### src/cfe_defines.svh
`ifndef CFE_DEFINES_SVH
`define CFE_DEFINES_SVH
// serial frame layout
`define CFE_LAST_BIT 4'hb
`define CFE_HDR_LAST 4'h2
// register select codes
`define CFE_ADDR_BW 2'h0
`define CFE_ADDR_OFF 2'h1
`define CFE_ADDR_GAIN 2'h2
`define CFE_ADDR_DLY 2'h3
// register defaults after clear
`define CFE_BW_RST 2'h0
`define CFE_OFF_RST 9'h080
`define CFE_GAIN_RST 6'h00
`define CFE_DLY_RST 5'h00
// delay line selection codes
`define CFE_DSEL_NONE 2'h0
`define CFE_DSEL_REF 2'h1
`define CFE_DSEL_LVL 2'h2
`define CFE_DSEL_MAIN 2'h3
// sample path
`define CFE_LATENCY 9
`define CFE_SAMPLE_W 14
`endif

### src/cfe_pkg.sv
package cfe_pkg;
  // serial receiver states, one-hot
  typedef enum logic [2:0] {
    cfe_idle = 3'b001,
    cfe_shift = 3'b010,
    cfe_done = 3'b100
  } cfe_state_t;
  // the four configuration registers
  typedef struct packed {
    logic [1:0] bw;
    logic [8:0] off;
    logic [5:0] gain;
    logic [4:0] dly;
  } cfe_regs_t;
  // single-bit pins from outside the clock domain
  typedef struct packed {
    logic sclk;
    logic din;
    logic fsel_n;
    logic clear_n;
    logic mclk;
  } cfe_link_t;
endpackage

### src/cfe_serial_regs.sv
`timescale 1ns/1ns
`include "cfe_defines.svh"
// How it works
// - bandwidth code 00..11 picks 20/10/5/1 MHz
// - clear: zeros, offset mid-scale 0x080
// - serial bits taken on serial clock rise
// - read data shifted out while frame low
// - six-bit gain code, 64 exponential steps
// - offset code linear, mid-scale means zero
// - delay top bits pick clock line
// - delay low bits pick one of eight steps
// - no-delay selection forces steps to zero
// - sample appears nine main clocks later
// - twelve-bit frame: flag, select, nine data
// - clear input restores all defaults
module cfe_serial_regs #(
  parameter int SAMPLE_W = `CFE_SAMPLE_W, // converted sample width
  parameter int LATENCY = `CFE_LATENCY // main clock edges of pipeline delay
) (
  input wire logic clock_i, // 250 MHz system clock
  input wire logic rst_n_i, // async reset, active low
  input wire logic serial_clk_i, // serial link clock pin
  input wire logic serial_in_i, // serial data in pin
  input wire logic frame_select_n_i, // frame select, active low
  input wire logic register_clear_n_i, // register clear, active low
  input wire logic main_sample_clock_i, // main sampling clock pin
  input wire logic [SAMPLE_W-1:0] adc_sample_i, // converted sample from core
  output logic serial_out_o, // serial data out pin
  output logic [1:0] bandwidth_sel_o, // input bandwidth code
  output logic [8:0] offset_code_o, // black-level offset code
  output logic [5:0] gain_code_o, // amplifier gain code
  output logic [2:0] delay_ref_step_o, // reference sample clock delay step
  output logic [2:0] delay_level_step_o, // level sample clock delay step
  output logic [2:0] delay_main_step_o, // main sample clock delay step
  output logic [SAMPLE_W-1:0] sample_data_o // delayed sample
);
  // refuse shapes the pipeline cannot serve
  generate
    if (LATENCY < 2 || SAMPLE_W < 1) begin : g_bad_param
      $error("cfe_serial_regs: LATENCY must be >= 2 and SAMPLE_W >= 1");
    end
  endgenerate

  localparam cfe_pkg::cfe_link_t LINK_RST = '{sclk: 1'b0, din: 1'b0, fsel_n: 1'b1,
    clear_n: 1'b1, mclk: 1'b0};
  localparam cfe_pkg::cfe_regs_t REGS_RST = '{bw: `CFE_BW_RST, off: `CFE_OFF_RST,
    gain: `CFE_GAIN_RST, dly: `CFE_DLY_RST};

  // delay step for one line, zero unless that line is selected
  function automatic logic [2:0] dly_step(input logic [4:0] dly, input logic [1:0] line);
    dly_step = (dly[4:3] == line) ? dly[2:0] : 3'h0;
  endfunction

  // register contents for a read, zero-extended to nine bits
  function automatic logic [8:0] reg_read(input cfe_pkg::cfe_regs_t r, input logic [1:0] a);
    case (a)
      `CFE_ADDR_BW: reg_read = {7'h00, r.bw};
      `CFE_ADDR_OFF: reg_read = r.off;
      `CFE_ADDR_GAIN: reg_read = {3'h0, r.gain};
      default: reg_read = {4'h0, r.dly};
    endcase
  endfunction

  logic rst_q1_r; // reset release stage one
  logic rst_q2_r; // reset release stage two, used by all logic
  cfe_pkg::cfe_link_t link_q1_r; // pin sync stage one
  cfe_pkg::cfe_link_t link_q2_r; // pin sync stage two
  logic [SAMPLE_W-1:0] samp_q1_r; // sample sync stage one
  logic [SAMPLE_W-1:0] samp_q2_r; // sample sync stage two
  logic sclk_d_r; // previous synced serial clock
  logic mclk_d_r; // previous synced main clock
  logic srise; // serial clock rising edge
  logic mrise; // main clock rising edge

  // reset release
  always_ff @(posedge clock_i or negedge rst_n_i) begin
    if (!rst_n_i) begin
      rst_q1_r <= 1'b0;
      rst_q2_r <= 1'b0;
    end else begin
      rst_q1_r <= 1'b1;
      rst_q2_r <= rst_q1_r;
    end
  end

  // two-flop synchronisers and edge history
  always_ff @(posedge clock_i or negedge rst_q2_r) begin
    if (!rst_q2_r) begin
      link_q1_r <= LINK_RST;
      link_q2_r <= LINK_RST;
      samp_q1_r <= '0;
      samp_q2_r <= '0;
      sclk_d_r <= 1'b0;
      mclk_d_r <= 1'b0;
    end else begin
      link_q1_r <= '{sclk: serial_clk_i, din: serial_in_i, fsel_n: frame_select_n_i,
        clear_n: register_clear_n_i, mclk: main_sample_clock_i};
      link_q2_r <= link_q1_r;
      samp_q1_r <= adc_sample_i;
      samp_q2_r <= samp_q1_r;
      sclk_d_r <= link_q2_r.sclk;
      mclk_d_r <= link_q2_r.mclk;
    end
  end

  assign srise = link_q2_r.sclk & ~sclk_d_r;
  assign mrise = link_q2_r.mclk & ~mclk_d_r;

  // serial receiver and register bank state
  cfe_pkg::cfe_state_t st_r, st_nxt; // receiver state
  logic [3:0] cnt_r, cnt_nxt; // bits taken this frame
  logic [10:0] sh_r, sh_nxt; // bits taken so far
  logic [8:0] rd_sh_r, rd_sh_nxt; // read data being shifted out
  logic rd_act_r, rd_act_nxt; // read data shifting active
  logic sout_r, sout_nxt; // serial out level
  cfe_pkg::cfe_regs_t regs_r, regs_nxt; // configuration registers
  logic [11:0] wframe; // whole frame at the last edge
  logic wr_go; // write frame completes this cycle
  logic rd_load; // read header completes this cycle

  assign wframe = {sh_r, link_q2_r.din};

  // next-state for receiver, read shifter and registers
  always_comb begin
    st_nxt = st_r;
    cnt_nxt = cnt_r;
    sh_nxt = sh_r;
    rd_sh_nxt = rd_sh_r;
    rd_act_nxt = rd_act_r;
    sout_nxt = sout_r;
    regs_nxt = regs_r;
    wr_go = 1'b0;
    rd_load = 1'b0;
    case (st_r)
      cfe_pkg::cfe_idle, cfe_pkg::cfe_shift: begin
        if (link_q2_r.fsel_n) begin // frame ended early, drop it
          st_nxt = cfe_pkg::cfe_idle;
          cnt_nxt = 4'h0;
          rd_act_nxt = 1'b0;
          sout_nxt = 1'b0;
        end else if (srise) begin // take one bit
          sh_nxt = wframe[10:0];
          cnt_nxt = cnt_r + 4'h1;
          st_nxt = cfe_pkg::cfe_shift;
          if (rd_act_r) begin // next read bit, msb first
            sout_nxt = rd_sh_r[8];
            rd_sh_nxt = {rd_sh_r[7:0], 1'b0};
          end
          if (cnt_r == `CFE_HDR_LAST && sh_r[1]) begin // read header in
            rd_load = 1'b1;
            rd_act_nxt = 1'b1;
            rd_sh_nxt = reg_read(regs_r, {sh_r[0], link_q2_r.din});
          end
          if (cnt_r == `CFE_LAST_BIT) begin // twelfth bit
            st_nxt = cfe_pkg::cfe_done;
            wr_go = ~wframe[11];
          end
        end
      end
      cfe_pkg::cfe_done: begin // wait for frame select to rise
        if (link_q2_r.fsel_n) begin
          st_nxt = cfe_pkg::cfe_idle;
          cnt_nxt = 4'h0;
          rd_act_nxt = 1'b0;
          sout_nxt = 1'b0;
        end
      end
      default: begin
        st_nxt = cfe_pkg::cfe_idle;
        cnt_nxt = 4'h0;
      end
    endcase
    if (wr_go) begin // unused upper data bits ignored
      case (wframe[10:9])
        `CFE_ADDR_BW: regs_nxt.bw = wframe[1:0];
        `CFE_ADDR_OFF: regs_nxt.off = wframe[8:0];
        `CFE_ADDR_GAIN: regs_nxt.gain = wframe[5:0];
        default: begin
          if (wframe[4:3] == `CFE_DSEL_NONE) begin
            regs_nxt.dly = `CFE_DLY_RST;
          end else begin
            regs_nxt.dly = wframe[4:0];
          end
        end
      endcase
    end
    if (!link_q2_r.clear_n) begin // clear wins over a write
      regs_nxt = REGS_RST;
    end
  end

  // register receiver and bank
  always_ff @(posedge clock_i or negedge rst_q2_r) begin
    if (!rst_q2_r) begin
      st_r <= cfe_pkg::cfe_idle;
      cnt_r <= 4'h0;
      sh_r <= 11'h000;
      rd_sh_r <= 9'h000;
      rd_act_r <= 1'b0;
      sout_r <= 1'b0;
      regs_r <= REGS_RST;
    end else begin
      st_r <= st_nxt;
      cnt_r <= cnt_nxt;
      sh_r <= sh_nxt;
      rd_sh_r <= rd_sh_nxt;
      rd_act_r <= rd_act_nxt;
      sout_r <= sout_nxt;
      regs_r <= regs_nxt;
    end
  end

  assign serial_out_o = sout_r;
  assign bandwidth_sel_o = regs_r.bw;
  assign offset_code_o = regs_r.off;
  assign gain_code_o = regs_r.gain;

  // sample pipeline state
  logic [SAMPLE_W-1:0] pipe_r [LATENCY]; // samples in flight
  logic [SAMPLE_W-1:0] pipe_nxt [LATENCY];
  logic [SAMPLE_W-1:0] samp_nxt; // next output sample
  logic [2:0] dref_nxt, dlvl_nxt, dmain_nxt; // next decoded delay steps

  // advance pipeline on each main clock rise, decode delay steps
  always_comb begin
    samp_nxt = sample_data_o;
    dref_nxt = dly_step(regs_r.dly, `CFE_DSEL_REF);
    dlvl_nxt = dly_step(regs_r.dly, `CFE_DSEL_LVL);
    dmain_nxt = dly_step(regs_r.dly, `CFE_DSEL_MAIN);
    for (int i = 0; i < LATENCY; i++) begin
      pipe_nxt[i] = pipe_r[i];
    end
    if (mrise) begin
      pipe_nxt[0] = samp_q2_r;
      for (int i = 1; i < LATENCY; i++) begin
        pipe_nxt[i] = pipe_r[i-1];
      end
      samp_nxt = pipe_r[LATENCY-1];
    end
  end

  // register pipeline and decoded delay steps
  always_ff @(posedge clock_i or negedge rst_q2_r) begin
    if (!rst_q2_r) begin
      for (int i = 0; i < LATENCY; i++) begin
        pipe_r[i] <= '0;
      end
      sample_data_o <= '0;
      delay_ref_step_o <= 3'h0;
      delay_level_step_o <= 3'h0;
      delay_main_step_o <= 3'h0;
    end else begin
      pipe_r <= pipe_nxt;
      sample_data_o <= samp_nxt;
      delay_ref_step_o <= dref_nxt;
      delay_level_step_o <= dlvl_nxt;
      delay_main_step_o <= dmain_nxt;
    end
  end

  // checks
  AST_CLEAR_DEFAULTS: assert property (@(posedge clock_i) disable iff (!rst_q2_r)
    !link_q2_r.clear_n |=> regs_r == REGS_RST)
    else $error("clear did not restore defaults");
  AST_NODELAY_STEPS: assert property (@(posedge clock_i) disable iff (!rst_q2_r)
    regs_r.dly[4:3] == `CFE_DSEL_NONE |-> regs_r.dly[2:0] == 3'h0)
    else $error("delay steps set with no line selected");
  AST_SOUT_IDLE: assert property (@(posedge clock_i) disable iff (!rst_q2_r)
    link_q2_r.fsel_n |=> !serial_out_o) else $error("serial out active outside a frame");
  AST_GAIN_WRITE: assert property (@(posedge clock_i) disable iff (!rst_q2_r)
    wr_go && wframe[10:9] == `CFE_ADDR_GAIN && link_q2_r.clear_n |=>
    gain_code_o == $past(wframe[5:0])) else $error("gain write not stored");
  AST_REGS_STABLE: assert property (@(posedge clock_i) disable iff (!rst_q2_r)
    !wr_go && link_q2_r.clear_n |=> $stable(regs_r))
    else $error("registers changed without write");
  AST_RD_LOAD_BW: assert property (@(posedge clock_i) disable iff (!rst_q2_r)
    rd_load && {sh_r[0], link_q2_r.din} == `CFE_ADDR_BW |=>
    rd_sh_r == {7'h00, $past(regs_r.bw)})
    else $error("bandwidth read data wrong");
  AST_DLY_MAIN: assert property (@(posedge clock_i) disable iff (!rst_q2_r)
    delay_main_step_o != 3'h0 |-> $past(regs_r.dly[4:3]) == `CFE_DSEL_MAIN)
    else $error("main clock delay without main selection");
  AST_SHIFT_OUT: assert property (@(posedge clock_i) disable iff (!rst_q2_r)
    st_r != cfe_pkg::cfe_done && !link_q2_r.fsel_n && srise && rd_act_r |=>
    serial_out_o == $past(rd_sh_r[8])) else $error("read bit not presented");
  AST_FRAME_END: assert property (@(posedge clock_i) disable iff (!rst_q2_r)
    st_r == cfe_pkg::cfe_shift && !link_q2_r.fsel_n && srise && cnt_r == `CFE_LAST_BIT |=>
    st_r == cfe_pkg::cfe_done ##1 (st_r == cfe_pkg::cfe_done || link_q2_r.fsel_n))
    else $error("frame did not end after twelve bits");
endmodule

### config.mk
export PLATFORM = sky130hd
export DESIGN_NAME = cfe_serial_regs
export DESIGN_NICKNAME = d
export VERILOG_FILES = /design/src/cfe_pkg.sv /design/src/cfe_serial_regs.sv
export VERILOG_INCLUDE_DIRS = /design/src /design/src/src
export SDC_FILE = /design/constraint.sdc
export NUM_CORES = 1
export LEC_CHECK = 0
export BUFFER_PORTS_ARGS = -buffer_cell sky130_fd_sc_hd__buf_2
export CAP_MARGIN = 0
export CORE_MARGIN = 2
export CORE_UTILIZATION = 52
export CTS_CLUSTER_SIZE = 20
export DETAILED_ROUTE_END_ITERATION = 7
export PLACE_DENSITY = 0.77
export RECOVER_POWER = 100
export SETUP_SLACK_MARGIN = 0.02
export SYNTH_ARGS = -nofsm -noshare
export SYNTH_HDL_FRONTEND = slang
export SYNTH_SLANG_ARGS = --single-unit
### constraint.sdc
create_clock -name clock_i -period 12.5 [get_ports clock_i]
set_clock_uncertainty 0.1 [all_clocks]
set_input_delay 0.625 -clock clock_i [delete_from_list [all_inputs] [get_ports clock_i]]
set_output_delay 0.625 -clock clock_i [all_outputs]
set_load 0.02 [all_outputs]
Word level (Yosys, flattened, before mapping)
Index checks and enable logic that the tools add are counted.

Reductions and logical operators: 17. Bitwise logic cells: 6. Equal/unequal tests: 21. Add/sub/neg operators: 1. Muxes and demuxes: 35.

Operators with widths (count): 2-to-1 mux 22 bit (2); 2-to-1 mux 9 bit (3); one-hot mux 9 bit (3 select lines) (1); 2-to-1 mux 3 bit (7); 2-to-1 mux 4 bit (3); AND reduction 4 bit (3); 2-to-1 mux 1 bit (11); 2-to-1 mux 5 bit (2); AND reduction 2 bit (5); inequality test 3 bit, second input constant (3); == test 2 bit, second input constant (4); inequality test 2 x 1 -> 1 bit, second input constant (4); one-hot mux 4 bit (2 select lines) (1); == test 2 x 1 -> 1 bit, second input constant (3); logical NOT 2 bit (3); 2-to-1 mux 6 bit (1); one-hot mux 3 bit (2 select lines) (1); adder 4 x 1 -> 4 bit, second input constant (1); == test 4 x 2 -> 1 bit, second input constant (1); == test 4 bit, second input constant (1); inequality test 2 bit, second input constant (2); NOT 1 bit (4); one-hot mux 1 bit (2 select lines) (2); nonzero test 2 bit (2); 9 further kinds (10).

Logic and storage cells: 119. Flip-flop bits (word level): 242.

Longest topological paths before layout
Gate-level depths: netlist of the first run.

Depth after elaboration: 7. Depth in mapped cells: 8.

Worst setup path after synthesis of the first run
OpenSTA, ideal clock, no wires.

Path kind: register to register. Start: reg st_r[2]. End: reg regs_r, in the netlist bandwidth_sel_o[0]. Arrival: 1.816 ns. Cell stages (with the launch flop): 6. Required time: 12.264 ns. Setup slack: 10.448 ns. Cells stage by stage: dfrtp_1 > or4b_4 > buf_6 > or4_1 > o31ai_1 > a21oi_1.

Longest elaborated chain between the ends: 5. Elaborated cells between the ends (all ways): 6. Those cells by class: eq/ne: 3; mux: 1; reduce/logical: 2.

RTL lines: start, declared (line cfe_serial_regs.sv:110) `cfe_pkg::cfe_state_t st_r, st_nxt;`; start signal, assigned (line cfe_serial_regs.sv:195) `st_r <= cfe_pkg::cfe_idle;`; start signal, assigned (line cfe_serial_regs.sv:203) `st_r <= st_nxt;`; == test 3 x 1 -> 1 bit or == test 3 x 2 -> 1 bit (tied branches) (line cfe_serial_regs.sv:134) `case (st_r)`; OR reduction 2 bit * (line cfe_serial_regs.sv:134); 2-to-1 mux 1 bit * (line cfe_serial_regs.sv:134); inequality test 2 x 1 -> 1 bit (no line) *; AND reduction 2 bit (no line) *; end signal, assigned (line cfe_serial_regs.sv:209) `regs_r <= regs_nxt;`; end, declared (line cfe_serial_regs.sv:116) `cfe_pkg::cfe_regs_t regs_r, regs_nxt;`.

Every way passes the cells marked *; elsewhere a longest branch is shown, timed or not. A chain may end at the register's enable or synchronous reset.

==> results of run 1 <==
-- layout make-up --
class	instances	area share [%]
clock buffers	35	7.00
multi-input cells	313	26.9
repair buffers	68	2.84
inverters	3	0.111
clock inverters	7	0.884
flip-flops and latches	242	59.5
well taps	225	2.76
-- power breakdown --
part | switching (mW) | internal [mW]
Sequential | 0.116 | 0.989
Combinational | 0.116 | 0.173
Clock | 0.279 | 0.436
Total | 0.511 | 1.60
-- metal layers --
| layer | up-vias | routed length (um) |
|---|---|---|
| met4 | 0 | 284 |
| met2 | 93 | 7280 |
| li1 | 2216 | - |
| met1 | 2442 | 6180 |
| met3 | 24 | 620 |
| met5 | - | 0 |
-- layout by cell type, fill, tap and decap left out, types with 2 or more instances in the layout --
cell type / n
and2_0: 6
o21ai_0: 15
or2_2: 2
buf_2: 16
mux2i_1: 15
mux2_2: 152
bufinv_16: 2
ha_1: 2
or3b_2: 3
a221o_1: 4
nand2_1: 20
nor2b_1: 7
nor3_1: 2
nand2b_1: 3
buf_4: 2
o22ai_1: 2
nor2_1: 20
o31ai_1: 2
mux2_1: 2
clkbuf_8: 5
nand3b_1: 3
inv_1: 3
and3_1: 6
clkinvlp_4: 2
dfrtp_1: 236
dfstp_2: 5
a211oi_1: 2
clkbuf_16: 25
mux4_2: 2
nor4_1: 5
clkinv_2: 3
clkbuf_1: 54
a21oi_1: 16
nand3_1: 6
or4_1: 2
-- through the flow --
step | total power [mW] | cell area (sq um) | hold slack (ns)
floorplan | 1.32 | 9090 | 0.229
global placement | 1.39 | 9490 | 0.232
detailed placement | 1.42 | 9490 | 0.235
CTS | 2.15 | 10300 | 0.0979
global route | 2.23 | 10200 | 0.0949
finish | 2.11 | 10200 | 0.118
-- Yosys cell counts, types with 2 or more instances --
library cell,n,share of area [%]
a211oi_1,2,0.17
a21oi_1,16,0.88
a221o_1,4,0.44
and2_1,6,0.41
and3_1,6,0.41
buf_1,7,0.29
buf_4,18,1.5
buf_6,2,0.25
clkbuf_1,19,0.78
dfrtp_1,236,65
dfstp_2,6,1.7
ha_1,2,0.28
inv_1,3,0.12
mux2_2,154,19
mux2i_1,15,1.7
mux4_2,2,0.50
nand2_1,20,0.83
nand2b_1,3,0.21
nand3_1,6,0.33
nand3b_1,3,0.25
nor2_1,20,0.83
nor2b_1,7,0.48
nor3_1,2,0.11
nor4_1,3,0.21
o21ai_0,15,0.83
o22ai_1,2,0.14
o31ai_1,2,0.17
or2_2,2,0.14
or3b_2,3,0.29
or4_1,2,0.17
-- kinds of logic (layout without fill, tap and decap cells) --
group	Yosys count	after routing	synth area share [%]
AO/OA/AOI/OAI	46	46	3.05
XOR/XNOR	1	1	0.0963
adder cells (fa/ha/maj)	2	2	0.275
buffers and inverters	49	113	2.93
flip-flops	242	242	66.7
multiplexers	171	171	21.2
other	1	1	0.0412
AND/OR/NAND/NOR	92	92	5.70
-- state kept, by name, summed over array words and instances (netlist names) --
| name | flops |
|---|---|
| mclk_d_r | 1 |
| samp_q1_r | 14 |
| pipe_r | 126 |
| link_q1_r | 5 |
| delay_ref_step_o | 3 |
| regs_r | 5 |
| sh_r | 11 |
| rst_q1_r | 1 |
| samp_q2_r | 14 |
| st_r | 3 |
| offset_code_o | 9 |
| delay_main_step_o | 3 |
| serial_out_o | 1 |
| rd_act_r | 1 |
| cnt_r | 4 |
| rd_sh_r | 9 |
| link_q2_r | 5 |
| delay_level_step_o | 3 |
| sclk_d_r | 1 |
| sample_data_o | 14 |
| gain_code_o | 6 |
| rst_q2_r | 1 |
| bandwidth_sel_o | 2 |
-- worst min path at each step --
| stage | end | slack (ns) | depth (start not counted) |
|---|---|---|---|
| after floorplan | rst_q1_r | 0.23 | 0 |
| after global placement | samp_q2_r[7] | 0.23 | 0 |
| after detailed placement | samp_q2_r[1] | 0.23 | 0 |
| after CTS | link_q1_r[1] | 0.1 | 1 |
| after global routing | link_q1_r[1] | 0.09 | 1 |
| final | link_q1_r[1] | 0.12 | 1 |
-- critical path, cell delays in order, from the launching register on --
cell      delay [ns]
dfrtp_1         2.11
clkbuf_1        2.94
buf_4           1.21
-- repair_timing --
action / in CTS / in global routing
hold buffers: 1 / 0
resized for setup: 0 / 0
endpoints found under the hold margin: 2 / 0
buffers inserted: 0 / 0
==> summary.md, run 1 <==
The flow ran to the end, but the final reports show violations. The final reports fail on capacitance limit, slew limit. The summed instance area of the synthesized netlist is 9090 sq um, and the max capacitance violation total is 5.

After layout, the minimum clock period comes to 6.50 ns. Dividing total power by cell area gives a power density of 207 nW/um^2. The worst setup path is captured at an asynchronous set/reset pin. The tools report the summed negative setup slack over all endpoints as 0 ns.

Counting flops with a built-in enable in the synthesized netlist gives 0. The origin of the worst min-delay path is register_clear_n_i. The most critical setup path has its startpoint at rst_q2_r. After filler insertion, the fill cell instance count of the layout stands at 1,337. The end point of the critical path is pipe_r[39]. Clock tree synthesis found a total of 242 sinks. The layer flagged by global routing as most heavily used is met2.

After detailed routing, the number of vias per cell comes to 5.35. Fraction of registers with async set/reset: 100%. Final setup violation count: 0. The final hold violation count is 0.

Summing over every cut layer, the via total after detailed routing is 4,775. The core region is 17,200 sq um. Once detail routing completed, the nets flagged for antenna violations numbered 0. The logs give 6.00 ns for the slack of the critical path and 2740 sq um for the area of the multi-input gates.

For the synthesized netlist cell count, the log shows 604. The number of antenna diodes in the final layout is 0. The worst setup path is launched from a flip-flop.

Prior to clock tree synthesis, the placed netlist has a worst setup slack of 9.25 ns. Counting every net in the synthesized netlist gives 627. The worst register-to-register path begins at rst_q2_r.

The run gives 154 MHz as the timing-limited maximum frequency. The endpoint identified for the worst register-to-register timing path is pipe_r[39]. The aggregate global routing overflow was 0.

The average wire per standard cell is 16.1 um, and the worst path arrival time is 6.85 ns. The worst pin sits at a relative slew slack of -167%. The worst hold path class is in -> reg.

The count of pins over their slew limit is 301. The number of clock buffers added by TritonCTS is 24. For this block, the routed nets add up to 14.4 mm of wire. The total DRC errors in the routed layout is 0. The first global-routing pass estimated 24.5 mm of wire. The initialized floorplan defines 48 standard-cell rows.

The maximum fanout count along the critical path was 93; the flip-flop and latch area was 6060 sq um. Setup repair after global routing left no endpoint under its margin. The count of buffers from port buffering is 61. Including well taps, the total number of placed cells is 850. The setup check on the worst reg-to-reg path leaves a slack of 6.00 ns.

Measured on the finished design, the core utilization comes to 59.3%. Summed over all nets, the half-perimeter wirelength after detailed placement is 8.97 mm. Chip width: 136 um. The transition time of the tightest slew-check pin was 4.01 ns; the initial cell density of the core was 52.9%. The congestion estimate from routability-driven global placement came to 0.789. From bottom edge to top edge, the die measures 136 um. The latest clock arrival within the worst-skew pair was 0.50 ns; the count of cells along the worst register-to-register path was 2. The synthesized netlist contains 46 unique library cells. The global routing usage summed across all routing layers was 16.4%. The final critical-path share of the clock period works out to 52.0%. TritonCTS built the clock tree. Relative to the synthesized area, the layout overhead comes to 12.0%. VDD sags by at most 0.000119 V. The tools report the post-layout instance count excluding filler cells as 893.

The deepest level of the CTS H-tree is 1, and the clock input transition at the sequential cells of the worst setup and hold paths is 0.06 ns. The number of antenna violations at the first check in global routing came out at 0. In this run the clock root is driven by a clkbuf_16. The final layout contains 675 nets. The pre-antenna-repair detailed-routing pass consisted of 5 iterations. Cells with a size suffix above 1 make up 32.8% of the layout.

The total of warnings raised by yosys was 0; the sequential share of the synthesized area was 66.7%. The run gives 94 as the pin count of the biggest net entering global routing. The most used flip-flop cell after synthesis is dfrtp_1.

STA puts the critical path data required time at 12.85 ns. The met3 capacity usage during global routing is 2.83%. For this design the static power due to leakage is 4.48 nW. In this run the deepest clock path goes through 3 buffers. The average instance in the mapped netlist occupies 15.1 sq um. The met1 usage is 22.0%. The setup path with the least slack is of type reg -> async. After synthesis the netlist holds a flip-flop and latch count of 242. The die covers 18,600 sq um.

Global routing used 27.7% of the available met2 tracks. The number of global-route vias before repair was 4,970; the number of I/O pins was 62. The tools report the number of DRC markers in iteration 0 as 229.
No activity file was read; power rests on OpenSTA's default activity.
==> run 2: changes to the inputs <==
==> constraint.sdc (replaced) <==
create_clock -name clock_i -period 6.8 [get_ports clock_i]
set_clock_uncertainty 0.1 [all_clocks]
set_input_delay 0.34 -clock clock_i [delete_from_list [all_inputs] [get_ports clock_i]]
set_output_delay 0.34 -clock clock_i [all_outputs]
set_load 0.02 [all_outputs]
==> run 2 against run 1 <==
Net effect: setup slack worse by 3.5 ns; maximum frequency grew 51%; core utilization increased by 1.0 points; register-to-register slack lost 3.5 ns; first-iteration DRC count increased by 36%; via count increased by 1.3%; sequential cell count unchanged; the flow still finishes with violations (capacitance limit, slew limit); global-route usage shrank 0.40 points; non-clock buffer count increased by 15; sequential power up 85%; largest cell class unchanged; power is 82% higher; sequential share of layout area down 0.99 points.
==> summary.md, run 2 (synthesis gave the netlist of run 1 again) <==
For the summed negative setup slack over all endpoints, the log shows 0 ns (unchanged). The flip-flop count of the largest register, all copies and words added came out at 126 (unchanged). The category of the worst setup path launch point is a flip-flop (unchanged). The half-perimeter wire length of the detailed placement result was 8.59 mm (was 8.97 mm). The worst path arrival time is 4.58 ns (was 6.85 ns), and the global-route wire length before repair is 24.0 mm (was 24.5 mm).

Peak supply drop: 0.000217 V (was 0.000119 V). The run gives 0 (unchanged) as the final hold violation count. The ratio of routed vias to standard cells came out at 5.33 (was 5.35). The initial cell density of the core came out at 52.9% (unchanged).

The area of the core was 17,200 sq um (unchanged); the share of layout cells above drive strength 1 was 32.8% (about the same). The register containing the most flip-flops in the final layout was pipe_r (unchanged). Cells along the critical path: nand2b_1 > clkbuf_2 > mux2_2 (was clkbuf_1 > buf_4). The chip width was 136 um (unchanged). The count of cells along the worst register-to-register path is 3 (was 2).

The routed wire length was 14.1 mm (was 14.4 mm); the timing-limited maximum frequency was 232 MHz (was 154 MHz). The maximum fanout count along the critical path was 95 (was 93). The number of global-route vias before repair was 4,878 (was 4,970).

The number of antenna repair diodes is 0 (unchanged), and the required time of the critical path is 7.07 ns (was 12.85 ns). The growth of design area from synthesis to finish came out at 13.9% (was 12.0%). The final critical-path share of the clock period was 63.3% (was 52.0%); the pin count of the biggest net entering global routing was 156 (was 94). The tools report the number of I/O pins as 62 (unchanged). For the post-CTS setup buffer count, the log shows 0 (unchanged).

The post-layout minimum cycle time is 4.30 ns (was 6.50 ns), and the number of resized instances in the post-cts repair step is 0 (unchanged). Worst hold path class: in -> async (was in -> reg). The power per cell area was 371 nW/um^2 (was 207 nW/um^2).

The run gives 242 (unchanged) as the number of sinks on the clock net. The transition time of the tightest slew-check pin was 3.31 ns (was 4.01 ns); the worst-case headroom to the max-slew limit was -121% (was -167%). The tools report the number of buffers on the longest clock path as 3 (unchanged). Setup repair after global routing left no endpoint under its margin. The layout net count was 691 (was 675); the hold buffer count at CTS was 20 (was 1). Failing checks: capacitance limit, slew limit (unchanged). Count of pins over their slew limit: 246 (was 301).

Most frequent cells in the layout: 236 x dfrtp_1, 154 x mux2_2, 49 x clkbuf_1, 25 x clkbuf_16 (was 236 x dfrtp_1, 152 x mux2_2, 54 x clkbuf_1, 25 x clkbuf_16). Total DRC errors in the routed layout: 0 (unchanged). The clock input transition at the sequential cells of the worst setup and hold paths came out at 0.06 ns (about the same). The most common cell after layout, fill and taps aside was dfrtp_1 (unchanged).

The deepest level of the CTS H-tree was 1 (unchanged); the die footprint was 18,600 sq um (unchanged). The utilization of the core after routing is 60.3% (was 59.3%), and the die height is 136 um (unchanged). The critical path's slowest cell was clkbuf_2 (was clkbuf_1). The final setup violation count is 0 (unchanged), and the number of rows created at floorplan is 48 (unchanged). The count of buffers from port buffering was 61 (unchanged); the max capacitance violation total was 5 (unchanged).

The classification of the worst setup path is reg -> reg (was reg -> async). The run gives 0.50 ns (about the same) as the latest clock arrival within the worst-skew pair. TritonCTS built the clock tree. The logs give 311 (was 229) for the number of DRC markers in iteration 0 and 4,836 (was 4,775) for the number of vias in the routed layout.

The type of element capturing the critical path is a flip-flop (was an asynchronous set/reset pin). The delay contributed by the slowest stage of the critical path is 1.79 ns (was 2.94 ns), and the leakage dissipation is 4.55 nW (was 4.48 nW). The tools report the final weighted congestion of routability-driven global placement as 0.848 (was 0.789). The total chip power is 3.85 mW (was 2.11 mW), and the number of antenna violations at the first check in global routing is 0 (unchanged).

The clock tree root driver cell was clkbuf_16 (unchanged). The logs give 4 (was 5) for the number of search-and-repair iterations in the first detailed-routing pass and 25 (was 24) for the number of buffers added by the clock tree synthesis step. The tools report the global routing usage summed across all routing layers as 16.0% (was 16.4%). The run gives 0 (unchanged) as the aggregate global routing overflow. The run finished, with violations left. The number of nets with antenna violations after detailed routing is 0 (unchanged), and the average wire per standard cell is 15.5 um (was 16.1 um).
run 2: cell types whose count changed in the layout (fill, tap and decap cells not counted), moves of 2 or more:
cell	previous run	this run
clkbuf_1	54	49
mux2_2	152	154
mux2_1	2	0
dlygate4sd3_1	1	20
buf_4	2	0
run 2: critical path: cells and delay by family (launching register included):
kind                   cells  cell delay (ns)
buffers and inverters      1             1.79
muxes                      1             0.47
and+or+nand+nor            1             1.44
DFF                        1             0.31
run 2: per-layer routing:
metal	wire, um	global-route usage (%)	vias up
met2	6810	25.3	110
met5	0	0	-
met4	316	6.19	0
met3	727	3.13	26
met1	6230	22.1	2463
li1	-	-	2237
run 2: worst paths after layout:
kind,slack (ns),endpoint,startpoint
worst min register to register,0.25,samp_q2_r[9],samp_q1_r[9]
worst max-delay path,2.50,pipe_r[95],mclk_d_r
worst max register to register,2.50,pipe_r[95],mclk_d_r
max in group asynchronous,3.40,sclk_d_r,rst_q2_r
worst min-delay path,0.06,rst_q2_r,rst_n_i
min in group clock_i,0.25,samp_q2_r[9],samp_q1_r[9]
run 2: layout make-up:
class	count	area, sq um
Tap cell	225	282
Inverter	3	11.3
Fill cell	1352	6820
Clock inverter	7	68.8
Timing Repair Buffer	83	475
Sequential cell	242	6060
Multi-Input combinational cell	313	2740
Clock buffer	35	713
run 2: per-stage QoR:
stage               cell area, sq um  std cells  setup WS [ns]  hold WS (ns)
global placement                9470        846           4.16        0.0291
floorplan                       9090        604           2.73       -0.0556
detailed placement              9470        846           4.09        0.0268
global route                   10400        908           2.07        0.0589
CTS                            10500        908           4.07        0.0480
finish                         10400        908           2.50        0.0619
run 2: power breakdown:
group / switching [mW] / internal, mW / leakage [nW]
Sequential: 0.212 / 1.82 / 2.99
Combinational: 0.209 / 0.325 / 1.18
Clock: 0.518 / 0.765 / 0.380
Total: 0.939 / 2.91 / 4.55
==> run 3: changes to the inputs <==
==> constraint.sdc (replaced) <==
create_clock -name clock_i -period 4.3 [get_ports clock_i]
set_clock_uncertainty 0.1 [all_clocks]
set_input_delay 0.215 -clock clock_i [delete_from_list [all_inputs] [get_ports clock_i]]
set_output_delay 0.215 -clock clock_i [all_outputs]
set_load 0.02 [all_outputs]
==> run 3 against run 2 <==
Net effect: global-route usage grew 0.076 points; the flow still finishes with violations (capacitance limit, slew limit); combinational power grew 58%; register-to-register slack lost 1.4 ns.
==> summary.md, run 3 (synthesis gave the netlist of run 1 again) <==
The flow ran to the end, but the final reports show violations. Failing checks: capacitance limit, slew limit (unchanged). The global-route wire length before repair is 24.1 mm (was 24.0 mm). The worst hold path endpoint is link_q1_r[0]. The max capacitance violation total came out at 2 (was 5). The most common cell after layout, fill and taps aside was dfrtp_1 (unchanged). Register containing the most flip-flops in the final layout: pipe_r (unchanged). Category of the worst setup path launch point: a flip-flop (unchanged).

The number of instances on the worst hold path was 2; the half-perimeter wire length of the detailed placement result was 8.70 mm (was 8.59 mm). The tools report the worst path arrival time as 3.53 ns (was 4.58 ns). The aggregate global routing overflow came out at 0 (unchanged). Setup repair after global routing left no endpoint under its margin. The run gives 0.52 ns (was 0.50 ns) as the latest clock arrival within the worst-skew pair. The tools report the number of rows created at floorplan as 48 (unchanged). The run gives 4,978 (was 4,878) as the number of global-route vias before repair. The run gives 84 (was 246) as the count of pins over their slew limit. The summed negative setup slack over all endpoints was 0 ns (unchanged). The combinational fraction of design power came out at 13.7% (was 13.9%).

The number of nets with antenna violations after detailed routing came out at 0 (unchanged). Family of cells with the greatest summed delay on the critical path: simple AND/OR/NAND/NOR gates (was buffers and inverters). The count of buffers from port buffering was 61 (unchanged); the share of layout cells above drive strength 1 was 32.9% (was 32.8%). The end of the worst register-to-register path is gain_code_o[4] (was pipe_r[95]).

For the number of vias in the routed layout, the log shows 4,826 (was 4,836). The logs give 0 (unchanged) for the final hold violation count and 0 (unchanged) for the number of antenna repair diodes. Post-layout minimum cycle time: 3.25 ns (was 4.30 ns).

The peak supply drop is 0.000347 V (was 0.000217 V). The power per cell area was 592 nW/um^2 (was 371 nW/um^2); the timing-limited maximum frequency was 308 MHz (was 232 MHz). The layout net count is 693 (was 691).

The total DRC errors in the routed layout was 0 (unchanged); the maximum fanout count along the critical path was 8 (was 95). The run gives 0.818 (was 0.848) as the final weighted congestion of routability-driven global placement. The number of I/O pins is 62 (unchanged), and the number of buffers on the longest clock path is 3 (unchanged). The clock tree root driver cell is clkbuf_16 (unchanged). Placed standard-cell area: 9500 sq um (was 9470 sq um).

The run gives 4.69 mW (was 2.91 mW) as the total internal power. The internal reg-to-reg setup slack was 1.05 ns (was 2.50 ns). The run gives 4 (unchanged) as the number of search-and-repair iterations in the first detailed-routing pass.

The initial cell density of the core was 52.9% (unchanged); the number of antenna violations at the first check in global routing was 0 (unchanged). Most frequent cells in the layout: 235 x dfrtp_1, 154 x mux2_2, 51 x clkbuf_1, 25 x clkbuf_16, 21 x dlygate4sd3_1 (was 236 x dfrtp_1, 154 x mux2_2, 49 x clkbuf_1, 25 x clkbuf_16). Cells along the critical path: or4b_1 > nor4_1 > mux2i_1 > nor2_1 (was nand2b_1 > clkbuf_2 > mux2_2). Die footprint: 18,600 sq um (unchanged). The delay contributed by the slowest stage of the critical path is 1.51 ns (was 1.79 ns). The transition time of the tightest slew-check pin was 1.83 ns (was 3.31 ns). Fraction of power spent switching nets: 24.1% (was 24.4%). The post-CTS setup buffer count was 0 (unchanged); the global routing usage summed across all routing layers was 16.1% (was 16.0%). Worst hold path class: in -> reg (was in -> async).

The origin of the worst min-delay path is main_sample_clock_i. The logs give 1.49 mW (was 0.939 mW) for the total net switching power and -22.9% (was -121%) for the worst-case headroom to the max-slew limit. Deepest level of the CTS H-tree: 1 (unchanged). Flip-flop count of the largest register, all copies and words added: 126 (unchanged). The final setup violation count is 0 (unchanged).

The classification of the worst setup path is reg -> reg (unchanged). For the pin count of the biggest net entering global routing, the log shows 90 (was 156). The leakage dissipation is 4.59 nW (was 4.55 nW), and the count of buffer and inverter cells on the critical path is 0 (was 1). The launch point of the worst reg-to-reg path was st_r[2] (was mclk_d_r). Growth of design area from synthesis to finish: 14.8% (was 13.9%).

The sequential cell fraction of total power is 52.0% (was 52.8%). The run gives 10,400 sq um (about the same) as the final design instance area without fill. The clock input transition at the sequential cells of the worst setup and hold paths was 0.06 ns (about the same). The type of element capturing the critical path was a flip-flop (unchanged). The run gives 245 (was 311) as the number of DRC markers in iteration 0. The critical path's slowest cell is nor4_1 (was clkbuf_2). The count of cells along the worst register-to-register path is 4 (was 3). The run gives 242 (unchanged) as the number of sinks on the clock net. The tools report the number of buffers added by the clock tree synthesis step as 25 (unchanged). The fraction of power consumed by the clock network was 34.3% (was 33.3%); the average wire per standard cell was 15.5 um (about the same).

The chip width was 136 um (unchanged); the ratio of routed vias to standard cells was 5.29 (was 5.33). The required time of the critical path is 4.58 ns (was 7.07 ns), and the die height is 136 um (unchanged). The final critical-path share of the clock period was 75.6% (was 63.3%); the area of the core was 17,200 sq um (unchanged). The run gives 14.1 mm (about the same) as the routed wire length. TritonCTS built the clock tree.
[run 3: cell count changes in the layout (fill, tap and decap cells not counted), sizes merged]
cell / delta
buf: +4
bufinv: +2
clkinv: -2
clkinvlp: -2
dlygate4sd3: +1
inv: +1
[run 3: area by class of cell]
class / count / area, sq um
Clock inverter: 6 / 109
Clock buffer: 38 / 704
Fill cell: 1337 / 6740
Sequential cell: 242 / 6070
Inverter: 3 / 11.3
Multi-Input combinational cell: 313 / 2750
Timing Repair Buffer: 85 / 509
Tap cell: 225 / 282
[run 3: worst max-delay path by stage]
| stage | startpoint | to | slack, ns | depth (start not counted) |
|---|---|---|---|---|
| CTS | st_r[2] | offset_code_o[8] | 1.50 | 4 |
| global placement | link_q2_r[2] | offset_code_o[5] | 1.60 | 4 |
| detailed placement | link_q2_r[2] | offset_code_o[8] | 1.51 | 4 |
| global route | link_q2_r[0] | pipe_r[81] | 0.90 | 3 |
| finish | st_r[2] | gain_code_o[4] | 1.05 | 4 |
| floorplan | rst_q2_r | bandwidth_sel_o[0] | 0.23 | 0 |
[run 3: worst reg2reg max path: cells and delay by family (launching register included)]
kind	cells	cell delay (ns)
muxes	1	0.34
and+or+nand+nor	3	2.24
DFF	1	0.44
[run 3: what timing repair did]
item,in CTS,in global routing
hold buffers,21,0
gates resized for setup,0,0
endpoints found under the hold margin,21,0
[run 3: power groups by stage]
stage               Combinational [mW]  Sequential [mW]  Clock (mW)
detailed placement               0.858             3.26           0
CTS                              0.881             3.22        2.17
floorplan                        0.607             3.23           0
global route                     0.930             3.31        2.28
finish                           0.844             3.21        2.12
global placement                 0.813             3.21           0
[run 3: layer usage]
layer,global-route usage (%),vias up,wire [um]
met5,0,-,0
met4,5.50,0,311
met3,3.39,25,758
met2,26.2,120,6670
met1,21.6,2440,6370
li1,-,2241,-
[run 3: stage by stage]
stage / power [mW] / utilization, % / setup WS, ns / cells / hold WS, ns
after global routing: 6.52 / 60.7 / 0.901 / 912 / 0.215
after detailed placement: 4.12 / 55.3 / 1.51 / 847 / -0.0958
final: 6.18 / 60.7 / 1.05 / 912 / 0.237
after floorplan: 3.84 / - / 0.232 / 604 / -0.181
after CTS: 6.27 / 61.3 / 1.50 / 912 / 0.218
after global placement: 4.03 / 55.3 / 1.60 / 847 / -0.0991
